`src/hdl/cpu_exec_defines.svh`:
```
// offsets, flag positions, reset values and cycle counts of the execute unit
// assumes: included by bare name wherever these constants are needed
`ifndef CPU_EXEC_DEFINES_SVH
`define CPU_EXEC_DEFINES_SVH

// register port offsets
`define STATUS_FLAG_OFFSET 2'h0
`define CYCLE_INFO_OFFSET 2'h1

// status_flag_register bit positions
`define FLAG_C 3'h0
`define FLAG_Z 3'h1
`define FLAG_N 3'h2
`define FLAG_V 3'h3
`define FLAG_S 3'h4
`define FLAG_H 3'h5
`define FLAG_T 3'h6
`define FLAG_I 3'h7

`define STATUS_RESET 8'h00

// clocks per instruction class
`define CYCLES_ONE 2'h1
`define CYCLES_TWO 2'h2
`define CYCLES_THREE 2'h3

// clearing bits uses the full mask minus the given bits
`define FULL_MASK 8'hFF

`endif

```
`src/hdl/cpu_exec_pkg.sv`:
```
// types shared by the execute unit and whoever drives it
// assumes: the decoder encodes each instruction as one op_e value
package cpu_exec_pkg;

    // operations understood by the execute unit
    typedef enum logic [4:0] {
        OP_ADD = 5'h00, OP_ADD_CARRY = 5'h01, OP_SUB = 5'h02, OP_SUB_BORROW = 5'h03,
        OP_CMP = 5'h04, OP_CMP_CARRY = 5'h05, OP_AND = 5'h06, OP_OR = 5'h07,
        OP_XOR = 5'h08, OP_SET_MASK = 5'h09, OP_CLR_MASK = 5'h0A, OP_TEST = 5'h0B,
        OP_WORD_ADD = 5'h0C, OP_WORD_SUB = 5'h0D, OP_MUL_U = 5'h0E, OP_MUL_S = 5'h0F,
        OP_MUL_SU = 5'h10, OP_FRACTIONAL_PRODUCT_UNSIGNED_U = 5'h11, OP_FRACTIONAL_PRODUCT_UNSIGNED_S = 5'h12, OP_FRACTIONAL_PRODUCT_UNSIGNED_SU = 5'h13,
        OP_PTR_JUMP = 5'h14, OP_PTR_CALL = 5'h15, OP_REL_JUMP = 5'h16, OP_REL_CALL = 5'h17,
        OP_CMP_SKIP = 5'h18, OP_SKIP_REG_CLR = 5'h19, OP_SKIP_REG_SET = 5'h1A,
        OP_SKIP_IO_CLR = 5'h1B, OP_SKIP_IO_SET = 5'h1C, OP_BR_FLAG_SET = 5'h1D,
        OP_BR_FLAG_CLR = 5'h1E, OP_BR_SIGNED = 5'h1F
    } op_e;

    // sequencer states, one-hot
    typedef enum logic [1:0] {
        ST_IDLE = 2'b01,
        ST_BUSY = 2'b10
    } fsm_e;

endpackage : cpu_exec_pkg

```
`src/hdl/cpu_alu_branch_execute.sv`:
```
// execute stage: byte/word arithmetic, multiplier, flags and program-counter updates
// assumes: decoder, register file and program counter share clock; operands stable at issue
//
// What this block does
// (RQ1) add two registers, optionally with carry; set Z C N V H; one clock
// (RQ2) subtract register or constant, optionally with borrow; set Z C N V H; one clock
// (RQ3) word add/subtract immediate on a pair; set Z C N V S; two clocks
// (RQ4) AND, OR, XOR with register or constant; set only Z N V; one clock
// (RQ5) set bits by OR with mask, clear bits by AND with FF minus mask
// (RQ6) test ANDs register with itself, value unchanged, sets Z N V; one clock
// (RQ7) multiply unsigned, signed, signed-by-unsigned into pair one:zero; Z C; two clocks
// (RQ8) fractional multiplies shift product left one before storing; Z C; two clocks
// (RQ9) pointer jump loads program counter from Z pointer; two clocks
// (RQ10) pointer call saves return address, loads counter from Z; three clocks
// (RQ11) compare-skip-equal skips next instruction when registers match; one to three clocks
// (RQ12) compares set Z N V C H without writing any register; one clock
// (RQ13) skip when a selected register bit is clear or set; one to three clocks
// (RQ14) skip when a selected I/O bit is clear or set; one to three clocks
// (RQ15) branch on a selected status bit to counter plus offset plus one; one or two
// (RQ16) same-or-higher branches on carry clear, lower on carry set
// (RQ17) signed branches test N xor V: ge when zero, lt when one
// (RQ18) half-carry branches on H set or clear, offset plus one
// (RQ19) transfer-bit branches on T set or clear; one clock not taken, two taken
// (RQ20) overflow-set branch jumps when V is one; one or two clocks
// (RQ21) relative call saves return address, jumps counter plus offset plus one; three clocks
// (RQ22) relative offsets are signed two's complement
//
// Added by the designer: the placing of the registers and strobed register access.
`timescale 1ns/1ps
`default_nettype none
`include "cpu_exec_defines.svh"

module cpu_alu_branch_execute #(
    parameter int PC_WIDTH = 13
) (
    input wire logic clock,
    input wire logic reset,
    input wire logic issue,
    input wire cpu_exec_pkg::op_e opCode,
    input wire logic [7:0] operandA,
    input wire logic [7:0] operandB,
    input wire logic [15:0] wordOperand,
    input wire logic [5:0] wordConstant,
    input wire logic [2:0] bitSelect,
    input wire logic [7:0] ioByte,
    input wire logic nextIsTwoWords,
    input wire logic [11:0] branchOffset,
    input wire logic [PC_WIDTH-1:0] pcIn,
    input wire logic [15:0] zPointer,
    input wire logic [1:0] regAddr,
    input wire logic [7:0] regWriteData,
    input wire logic regWrite,
    input wire logic regRead,
    output logic ready,
    output logic done,
    output logic writeByteEn,
    output logic [7:0] resultByte,
    output logic writeWordEn,
    output logic wordToProduct,
    output logic [15:0] resultWord,
    output logic pcLoad,
    output logic [PC_WIDTH-1:0] pcValue,
    output logic pushReturn,
    output logic [PC_WIDTH-1:0] returnAddr,
    output logic [7:0] statusFlags,
    output logic [1:0] cyclesUsed,
    output logic [7:0] regReadData
);
    import cpu_exec_pkg::*;

    typedef struct packed {
        fsm_e fsm;
        logic [1:0] remain;
        op_e lastOp;
        logic [7:0] flags;
        logic [7:0] resultByte;
        logic [15:0] resultWord;
        logic writeByte;
        logic writeWord;
        logic wordToProduct;
        logic pcLoad;
        logic pushReturn;
        logic [PC_WIDTH-1:0] pcValue;
        logic [PC_WIDTH-1:0] returnAddr;
        logic [1:0] cycles;
        logic [7:0] readData;
    } exec_state_s;

    exec_state_s state_reg;
    exec_state_s state_next;

    logic accept;
    logic carryIn;
    logic [8:0] addSum;
    logic [8:0] subDiff;
    logic [7:0] addR;
    logic [7:0] subR;
    logic addH;
    logic addV;
    logic addC;
    logic subH;
    logic subV;
    logic subC;
    logic [16:0] wordSum;
    logic [16:0] wordDiff;
    logic mulSignA;
    logic mulSignB;
    logic mulFrac;
    logic [17:0] mulFull;
    logic [15:0] mulRaw;
    logic [15:0] mulOut;
    logic [15:0] offsetExt;
    logic [PC_WIDTH-1:0] pcPlusOne;
    logic [PC_WIDTH-1:0] branchTarget;
    logic skipCond;
    logic [PC_WIDTH-1:0] skipTarget;
    logic branchCond;
    logic [7:0] flagsAfterSw;

    // handshake: a new op may enter while the previous one finishes
    assign done = (state_reg.fsm == ST_BUSY) && (state_reg.remain == 2'h0);
    assign ready = (state_reg.fsm == ST_IDLE) || done;
    assign accept = issue && ready;

    // byte adder and subtractor share operands; carry only for the with-carry forms
    assign carryIn = state_reg.flags[`FLAG_C] &&
        (opCode == OP_ADD_CARRY || opCode == OP_SUB_BORROW || opCode == OP_CMP_CARRY);
    assign addSum = {1'b0, operandA} + {1'b0, operandB} + {8'h00, carryIn}; // [RQ1]
    assign subDiff = {1'b0, operandA} - {1'b0, operandB} - {8'h00, carryIn}; // [RQ2] [RQ12]
    assign addR = addSum[7:0];
    assign subR = subDiff[7:0];
    assign addH = (operandA[3] & operandB[3]) | (operandB[3] & ~addR[3]) | (~addR[3] & operandA[3]);
    assign addV = (operandA[7] & operandB[7] & ~addR[7]) | (~operandA[7] & ~operandB[7] & addR[7]);
    assign addC = addSum[8];
    assign subH = (~operandA[3] & operandB[3]) | (operandB[3] & subR[3]) | (subR[3] & ~operandA[3]);
    assign subV = (operandA[7] & ~operandB[7] & ~subR[7]) | (~operandA[7] & operandB[7] & subR[7]);
    assign subC = (~operandA[7] & operandB[7]) | (operandB[7] & subR[7]) | (subR[7] & ~operandA[7]);

    // pair treated as one 16-bit word
    assign wordSum = {1'b0, wordOperand} + {11'h000, wordConstant}; // [RQ3]
    assign wordDiff = {1'b0, wordOperand} - {11'h000, wordConstant}; // [RQ3]

    // one signed 9x9 multiplier serves all six variants by choosing the sign extension
    assign mulSignA = (opCode == OP_MUL_S) || (opCode == OP_MUL_SU) ||
        (opCode == OP_FRACTIONAL_PRODUCT_UNSIGNED_S) || (opCode == OP_FRACTIONAL_PRODUCT_UNSIGNED_SU);
    assign mulSignB = (opCode == OP_MUL_S) || (opCode == OP_FRACTIONAL_PRODUCT_UNSIGNED_S);
    assign mulFrac = (opCode == OP_FRACTIONAL_PRODUCT_UNSIGNED_U) || (opCode == OP_FRACTIONAL_PRODUCT_UNSIGNED_S) || (opCode == OP_FRACTIONAL_PRODUCT_UNSIGNED_SU);
    assign mulFull = 18'($signed({mulSignA & operandA[7], operandA}) *
        $signed({mulSignB & operandB[7], operandB})); // [RQ7]
    assign mulRaw = mulFull[15:0];
    assign mulOut = mulFrac ? {mulRaw[14:0], 1'b0} : mulRaw; // [RQ8]

    // relative targets: offset sign-extended so backward targets wrap correctly
    assign offsetExt = {{4{branchOffset[11]}}, branchOffset}; // [RQ22]
    assign pcPlusOne = pcIn + PC_WIDTH'(1);
    assign branchTarget = pcPlusOne + offsetExt[PC_WIDTH-1:0]; // [RQ15] [RQ21]

    // skip conditions; a two-word follower needs one extra word and clock
    always_comb begin
        case (opCode)
            OP_CMP_SKIP: skipCond = (operandA == operandB); // [RQ11]
            OP_SKIP_REG_CLR: skipCond = ~operandA[bitSelect]; // [RQ13]
            OP_SKIP_REG_SET: skipCond = operandA[bitSelect]; // [RQ13]
            OP_SKIP_IO_CLR: skipCond = ~ioByte[bitSelect]; // [RQ14]
            OP_SKIP_IO_SET: skipCond = ioByte[bitSelect]; // [RQ14]
            default: skipCond = 1'b0;
        endcase
    end
    assign skipTarget = pcIn + (nextIsTwoWords ? PC_WIDTH'(3) : PC_WIDTH'(2));

    // branch conditions; same-or-higher, lower, H, T and V branches pick their bit here
    always_comb begin
        case (opCode)
            OP_BR_FLAG_SET: branchCond = state_reg.flags[bitSelect]; // [RQ15] [RQ16] [RQ18] [RQ19] [RQ20]
            OP_BR_FLAG_CLR: branchCond = ~state_reg.flags[bitSelect]; // [RQ15] [RQ16] [RQ18] [RQ19]
            // bitSelect[0] low means greater-or-equal, high means less-than
            OP_BR_SIGNED: branchCond = (state_reg.flags[`FLAG_N] ^ state_reg.flags[`FLAG_V])
                == bitSelect[0]; // [RQ17]
            default: branchCond = 1'b0;
        endcase
    end

    // a software write lands first, then the hardware update overrides the bits it owns
    assign flagsAfterSw = (regWrite && regAddr == `STATUS_FLAG_OFFSET) ? regWriteData
        : state_reg.flags;

    // next-state logic for the whole unit
    always_comb begin
        state_next = state_reg;
        state_next.readData = 8'h00;
        state_next.flags = flagsAfterSw;
        if (regRead) begin
            case (regAddr)
                `STATUS_FLAG_OFFSET: state_next.readData = state_reg.flags;
                `CYCLE_INFO_OFFSET: state_next.readData = {5'h00, ~ready, state_reg.cycles};
                default: state_next.readData = 8'h00;
            endcase
        end
        if (done) begin
            state_next.fsm = ST_IDLE;
        end else if (state_reg.fsm == ST_BUSY) begin
            state_next.remain = state_reg.remain - 2'h1;
        end
        if (accept) begin
            state_next.fsm = ST_BUSY;
            state_next.lastOp = opCode;
            state_next.writeByte = 1'b0;
            state_next.writeWord = 1'b0;
            state_next.wordToProduct = 1'b0;
            state_next.pcLoad = 1'b0;
            state_next.pushReturn = 1'b0;
            state_next.returnAddr = pcPlusOne;
            state_next.cycles = `CYCLES_ONE;
            case (opCode)
                OP_ADD, OP_ADD_CARRY: begin
                    state_next.resultByte = addR; // [RQ1]
                    state_next.writeByte = 1'b1;
                    state_next.flags[`FLAG_Z] = (addR == 8'h00);
                    state_next.flags[`FLAG_C] = addC;
                    state_next.flags[`FLAG_N] = addR[7];
                    state_next.flags[`FLAG_V] = addV;
                    state_next.flags[`FLAG_H] = addH;
                end
                OP_SUB, OP_SUB_BORROW, OP_CMP, OP_CMP_CARRY: begin
                    state_next.resultByte = subR;
                    // compares keep every register untouched
                    state_next.writeByte = (opCode == OP_SUB) || (opCode == OP_SUB_BORROW); // [RQ2] [RQ12]
                    // with-borrow forms can only keep or clear Z, so a multi-byte chain tests all bytes
                    state_next.flags[`FLAG_Z] = (subR == 8'h00) &&
                        ((opCode == OP_SUB) || (opCode == OP_CMP) || state_reg.flags[`FLAG_Z]);
                    state_next.flags[`FLAG_C] = subC;
                    state_next.flags[`FLAG_N] = subR[7];
                    state_next.flags[`FLAG_V] = subV;
                    state_next.flags[`FLAG_H] = subH;
                end
                OP_AND, OP_OR, OP_XOR, OP_SET_MASK, OP_CLR_MASK, OP_TEST: begin
                    case (opCode)
                        OP_AND: state_next.resultByte = operandA & operandB; // [RQ4]
                        OP_OR: state_next.resultByte = operandA | operandB; // [RQ4]
                        OP_XOR: state_next.resultByte = operandA ^ operandB; // [RQ4]
                        OP_SET_MASK: state_next.resultByte = operandA | operandB; // [RQ5]
                        OP_CLR_MASK: state_next.resultByte =
                            operandA & (`FULL_MASK - operandB); // [RQ5]
                        default: state_next.resultByte = operandA & operandA; // [RQ6]
                    endcase
                    state_next.writeByte = 1'b1;
                    state_next.flags[`FLAG_Z] = (state_next.resultByte == 8'h00); // [RQ4] [RQ6]
                    state_next.flags[`FLAG_N] = state_next.resultByte[7];
                    state_next.flags[`FLAG_V] = 1'b0;
                end
                OP_WORD_ADD, OP_WORD_SUB: begin
                    state_next.cycles = `CYCLES_TWO; // [RQ3]
                    state_next.writeWord = 1'b1;
                    if (opCode == OP_WORD_ADD) begin
                        state_next.resultWord = wordSum[15:0];
                        state_next.flags[`FLAG_V] = ~wordOperand[15] & wordSum[15];
                        state_next.flags[`FLAG_C] = ~wordSum[15] & wordOperand[15];
                    end else begin
                        state_next.resultWord = wordDiff[15:0];
                        state_next.flags[`FLAG_V] = wordOperand[15] & ~wordDiff[15];
                        state_next.flags[`FLAG_C] = wordDiff[15] & ~wordOperand[15];
                    end
                    state_next.flags[`FLAG_N] = state_next.resultWord[15];
                    state_next.flags[`FLAG_Z] = (state_next.resultWord == 16'h0000);
                    state_next.flags[`FLAG_S] = state_next.resultWord[15] ^
                        state_next.flags[`FLAG_V]; // [RQ3]
                end
                OP_MUL_U, OP_MUL_S, OP_MUL_SU, OP_FRACTIONAL_PRODUCT_UNSIGNED_U, OP_FRACTIONAL_PRODUCT_UNSIGNED_S, OP_FRACTIONAL_PRODUCT_UNSIGNED_SU: begin
                    state_next.cycles = `CYCLES_TWO; // [RQ7] [RQ8]
                    state_next.resultWord = mulOut;
                    state_next.writeWord = 1'b1;
                    state_next.wordToProduct = 1'b1; // [RQ7]
                    state_next.flags[`FLAG_C] = mulRaw[15]; // [RQ8]
                    state_next.flags[`FLAG_Z] = (mulOut == 16'h0000);
                end
                OP_PTR_JUMP, OP_PTR_CALL: begin
                    state_next.pcLoad = 1'b1;
                    state_next.pcValue = zPointer[PC_WIDTH-1:0]; // [RQ9] [RQ10]
                    state_next.pushReturn = (opCode == OP_PTR_CALL); // [RQ10]
                    state_next.cycles = (opCode == OP_PTR_CALL) ? `CYCLES_THREE : `CYCLES_TWO;
                end
                OP_REL_JUMP, OP_REL_CALL: begin
                    state_next.pcLoad = 1'b1;
                    state_next.pcValue = branchTarget; // [RQ21]
                    state_next.pushReturn = (opCode == OP_REL_CALL); // [RQ21]
                    state_next.cycles = (opCode == OP_REL_CALL) ? `CYCLES_THREE : `CYCLES_TWO;
                end
                OP_CMP_SKIP, OP_SKIP_REG_CLR, OP_SKIP_REG_SET, OP_SKIP_IO_CLR,
                OP_SKIP_IO_SET: begin
                    state_next.pcLoad = 1'b1;
                    state_next.pcValue = skipCond ? skipTarget : pcPlusOne; // [RQ11] [RQ13] [RQ14]
                    if (skipCond) begin
                        state_next.cycles = nextIsTwoWords ? `CYCLES_THREE : `CYCLES_TWO;
                    end
                end
                default: begin
                    // all conditional branches: taken costs one extra clock
                    state_next.pcLoad = 1'b1;
                    state_next.pcValue = branchCond ? branchTarget : pcPlusOne; // [RQ15] [RQ17]
                    state_next.cycles = branchCond ? `CYCLES_TWO : `CYCLES_ONE; // [RQ19] [RQ20]
                end
            endcase
            state_next.remain = state_next.cycles - 2'h1;
        end
    end

    // the only clocked process: reset puts the unit idle with clear flags
    always_ff @(posedge clock) begin
        if (reset) begin
            state_reg <= '{fsm: ST_IDLE, lastOp: OP_ADD, flags: `STATUS_RESET,
                cycles: `CYCLES_ONE, default: '0};
        end else begin
            state_reg <= state_next;
        end
    end

    // strobes are qualified by completion; data stay registered
    assign writeByteEn = done && state_reg.writeByte;
    assign writeWordEn = done && state_reg.writeWord;
    assign wordToProduct = state_reg.wordToProduct;
    assign pcLoad = done && state_reg.pcLoad;
    assign pushReturn = done && state_reg.pushReturn;
    assign resultByte = state_reg.resultByte;
    assign resultWord = state_reg.resultWord;
    assign pcValue = state_reg.pcValue;
    assign returnAddr = state_reg.returnAddr;
    assign statusFlags = state_reg.flags;
    assign cyclesUsed = state_reg.cycles;
    assign regReadData = state_reg.readData;

    // checks on latency, results and flags
    a_add_one_clock: assert property (@(posedge clock) disable iff (reset) // [RQ1]
        accept && opCode == OP_ADD |=> done && writeByteEn &&
        resultByte == 8'($past(operandA) + $past(operandB)))
        else $error("add did not finish in one clock with the sum");
    a_compare_no_write: assert property (@(posedge clock) disable iff (reset) // [RQ12]
        accept && (opCode == OP_CMP || opCode == OP_CMP_CARRY) |=> done && !writeByteEn
        && !writeWordEn)
        else $error("compare wrote a register");
    a_logic_v_clear: assert property (@(posedge clock) disable iff (reset) // [RQ4]
        accept && opCode == OP_XOR |=> !statusFlags[`FLAG_V] &&
        statusFlags[`FLAG_C] == $past(statusFlags[`FLAG_C]))
        else $error("logic op touched V or C wrongly");
    a_clear_mask: assert property (@(posedge clock) disable iff (reset) // [RQ5]
        accept && opCode == OP_CLR_MASK |=> resultByte == ($past(operandA) & ~$past(operandB)))
        else $error("clear mask result wrong");
    a_test_keeps_value: assert property (@(posedge clock) disable iff (reset) // [RQ6]
        accept && opCode == OP_TEST |=> resultByte == $past(operandA) &&
        statusFlags[`FLAG_Z] == ($past(operandA) == 8'h00))
        else $error("test changed value or Z wrong");
    a_mul_two_clocks: assert property (@(posedge clock) disable iff (reset) // [RQ7]
        accept && opCode == OP_MUL_U |-> ##1 !done ##1 done && writeWordEn && wordToProduct
        && resultWord == 16'($past(operandA, 2) * $past(operandB, 2)))
        else $error("unsigned multiply wrong or not two clocks");
    a_fractional_product_unsigned_shift: assert property (@(posedge clock) disable iff (reset) // [RQ8]
        accept && opCode == OP_FRACTIONAL_PRODUCT_UNSIGNED_U |-> ##2 done &&
        resultWord == 16'(($past(operandA, 2) * $past(operandB, 2)) << 1))
        else $error("fractional multiply not shifted");
    a_ptr_call_three: assert property (@(posedge clock) disable iff (reset) // [RQ10]
        accept && opCode == OP_PTR_CALL |-> ##1 !done ##1 !done ##1 done && pcLoad &&
        pushReturn && pcValue == $past(zPointer[PC_WIDTH-1:0], 3))
        else $error("pointer call not three clocks or wrong target");
    a_branch_not_taken: assert property (@(posedge clock) disable iff (reset) // [RQ15]
        accept && opCode == OP_BR_FLAG_SET && !statusFlags[bitSelect] |=> done && pcLoad
        && pcValue == $past(pcIn) + PC_WIDTH'(1))
        else $error("untaken branch not one clock to next word");
    a_skip_two_word: assert property (@(posedge clock) disable iff (reset) // [RQ11]
        accept && opCode == OP_CMP_SKIP && operandA == operandB && nextIsTwoWords
        |-> ##3 done && pcValue == $past(pcIn, 3) + PC_WIDTH'(3))
        else $error("skip over two-word instruction wrong");

    c_branch_taken: cover property (@(posedge clock) disable iff (reset)
        accept && opCode == OP_BR_SIGNED ##2 done && pcLoad);
    c_rel_call: cover property (@(posedge clock) disable iff (reset)
        accept && opCode == OP_REL_CALL ##3 pushReturn);
    c_back_to_back: cover property (@(posedge clock) disable iff (reset)
        accept ##1 accept && done);
    c_word_sub: cover property (@(posedge clock) disable iff (reset)
        accept && opCode == OP_WORD_SUB ##2 statusFlags[`FLAG_C]);

endmodule : cpu_alu_branch_execute

`default_nettype wire

```
`config.mk`:
```
export PLATFORM = sky130hd
export DESIGN_NAME = cpu_alu_branch_execute
export DESIGN_NICKNAME = d
export VERILOG_FILES = /design/src/hdl/cpu_exec_pkg.sv /design/src/hdl/cpu_alu_branch_execute.sv
export VERILOG_INCLUDE_DIRS = /design/src /design/src/hdl
export SDC_FILE = /design/constraint.sdc
export NUM_CORES = 1
export LEC_CHECK = 0
export BUFFER_PORTS_ARGS = -buffer_cell sky130_fd_sc_hd__clkbuf_2
export CAP_MARGIN = 20
export CORE_MARGIN = 1
export CORE_UTILIZATION = 35
export CTS_BUF_LIST = sky130_fd_sc_hd__clkbuf_8 sky130_fd_sc_hd__clkbuf_16
export CTS_CLUSTER_DIAMETER = 50
export CTS_CLUSTER_SIZE = 25
export DETAILED_ROUTE_END_ITERATION = 8
export PLACE_DENSITY = 0.61
export SLEW_MARGIN = 20
export SYNTH_ARGS = -nofsm -noshare
export SYNTH_HDL_FRONTEND = slang
export SYNTH_SLANG_ARGS = --single-unit
```
`constraint.sdc`:
```
create_clock -name clock -period 11.1 [get_ports clock]
set_input_delay 2.22 -clock clock [delete_from_list [all_inputs] [get_ports clock]]
set_output_delay 2.22 -clock clock [all_outputs]
set_load 0.1 [all_outputs]
```
==> qor.csv <==
metric;value;unit
worstSkewPairLatency;340;ps
place_inst;1812;
hold_end;state_reg[37];
final_cells;1828;
tns;0;ps
period_needed;8878;ps
drv_cap;0;
start_kind;input port;
clock-sinks;77;
dieHeight;175.5;um
tightest_slew;1075;ps
dp_slack;2021;ps
drcViolationCount;0;
dp_hpwl;25300;um
critical_path_arrival;9070;ps
async_flop_share;0;
cts_setup_buffers;0;
port_buffers;182;
status;finished clean;
cts_root_buffer;clkbuf_16;
yosysWarnings;0;
ios;186;
grt_use_total;0.2067;
crit_type;input port to flop;
post_drt_wl_per_cell;17.41;um
syn_inst;1355;
die_w;175.5;um
critPathRequiredTime;11290;ps
area_delta_synth_final;10.12;%
reg2regPathDepth;13;
route.vias.total;9898;
synth.distinct_cells;79;
antenna_found_initial;0;
routed_via_density;5.415;
layout_common_cells;195 x nor2_1, 182 x clkbuf_2, 118 x inv_1, 95 x ha_1, 92 x nand2_1;
synth-edff-count;0;
r2r_end;statusFlags[3];
cts_buffers;9;
multi_input_area;0.007775;mm2
ctsResizeCount;0;
nets;1710;
syn_area_per_cell;7.778;um2
tritoncts;done;
end_kind;flop;
p_total;1533;uW
wirelength;31820;um
setup_ws;2222;ps
n_antenna_cell;0;
hold_viol;0;
power_density;132.1;mW/mm2
grt_first_pass_wirelength;50430;um
drt-pass1-iter-count;5;
rsz0062_at_grt;false;
relSlewSlack;0.2833;
ir_worst_vdd;0.00008874;V
synth.yosys.seq_area_share;0.1463;
n_fill_cell;3087;
fmax;112.6;MHz
final_common_cell;nor2_1;
drt_iter0_markers;732;
finalCritPeriodShare;0.7999;
mappedNetlistArea;0.01054;mm2
worstHoldPathType;flop to flop;
ys.flop_type;dfxtp_1;
overflow;0;
clk_pin_slew;60;ps
antenna_left;0;
clock_path_buffers;2;
regToRegSetupSlack;7660;ps
gp_congestion;0.9209;
h-tree-depth;3;
fp.dieArea;0.03081;mm2
synth_nets;1632;
grt_max_degree;68;
core;0.02964;mm2
cp_max_fo;21;
largest_reg_flops;16;
min_from;state_reg[37];
hold_depth;2;
clock-skew-final;7.904;ps
start_util;0.3556;
setup_viol;0;
row_count;63;
register_area;0.001541;mm2
grt_pass1_vias;9305;
r2r_start;statusFlags[0];
holdBufCountCts;0;
slew_viol_final;0;
drive_above_1_share;0.1648;
synth-seq-cells;77;
leakagePower;0.005295;uW
worst max-delay path by stage:
| stage | depth (start not counted) | start | end | slack, ps |
|---|---|---|---|---|
| floorplan | 22 | opCode[2] | statusFlags[1] | 3230 |
| global placement | 21 | opCode[4] | resultWord[15] | 2130 |
| detailed placement | 21 | opCode[4] | resultWord[15] | 2020 |
| CTS | 21 | opCode[4] | resultWord[15] | 2370 |
| global route | 25 | opCode[4] | resultWord[15] | 1840 |
| finish | 21 | opCode[4] | resultWord[15] | 2220 |
final cells by class:
cell class                 count  area share
clock buffer                   9     0.01941
clock inverter                 7    0.008410
inverter                     131     0.04237
multi-input combinational   1022      0.6700
sequential                    77      0.1328
tap                          390     0.04205
timing repair buffer         192     0.08496
stage by stage:
| stage | instance area (um2) | util | hold WS [ps] |
|---|---|---|---|
| final | 11600 | 0.3915 | 452.8 |
| after global routing | 11600 | 0.3915 | 473.7 |
| after CTS | 11600 | 0.3913 | 455.0 |
| after detailed placement | 11270 | 0.3804 | 446.4 |
| after global placement | 11270 | 0.3804 | 437.3 |
| after floorplan | 10540 | - | 427.3 |
cell families (layout without fill, tap and decap cells):
group           count (synthesis)  count (layout)  share of synthesized area
compound gates                252             252                     0.1609
xor+xnor                       82              82                    0.06886
fa+ha+maj                     166             166                     0.2477
buf+inv                       256             339                     0.1175
flops                          77              77                     0.1463
mux                            51              51                    0.05414
simple gates                  471             471                     0.2047
critical path: stages:
cell,delay [ps]
clkbuf_2,350
nor3b_1,630
nand2_1,110
a21oi_1,730
nand2_1,310
fa_1,760
fa_1,480
fa_1,490
inv_1,50
fa_1,470
ha_1,310
ha_1,370
nand3_1,110
o2111ai_1,160
a21o_1,210
a21oi_1,220
o21ai_0,140
xnor2_1,430
o311ai_0,270
a22oi_1,210
nor2_1,50
cell usage after synthesis, types with 12 or more instances:
library cell / n / area (um2)
nor2_1: 195 / 732.0
inv_1: 118 / 442.9
ha_1: 95 / 1189
nand2_1: 92 / 345.3
dfxtp_1: 77 / 1541
fa_1: 71 / 1421
a21oi_1: 69 / 345.3
buf_4: 68 / 510.5
nor3_1: 56 / 280.3
xnor2_1: 46 / 402.9
o21ai_0: 43 / 215.2
clkbuf_1: 40 / 150.1
mux2i_1: 39 / 390.4
xor2_1: 35 / 306.5
a211oi_1: 31 / 232.7
nand3_1: 29 / 145.1
nand2b_1: 19 / 118.9
a221oi_1: 18 / 157.7
and2_1: 18 / 112.6
clkinv_1: 12 / 45.04
metal layers:
layer	GRT usage	vias to the layer above	wire, um
met5	0	-	0
li1	-	4731	-
met2	0.3290	390	14510
met4	0.05471	0	584
met1	0.2928	4733	14660
met3	0.02641	44	2060
power by group:
| part | internal (uW) | total, uW | switching, uW |
|---|---|---|---|
| clock | 198 | 324 | 126 |
| sequential | 297 | 312 | 14.8 |
| combinational | 301 | 898 | 597 |
| total | 796 | 1530 | 738 |
Note: power is estimated with default switching activity, not from simulation.
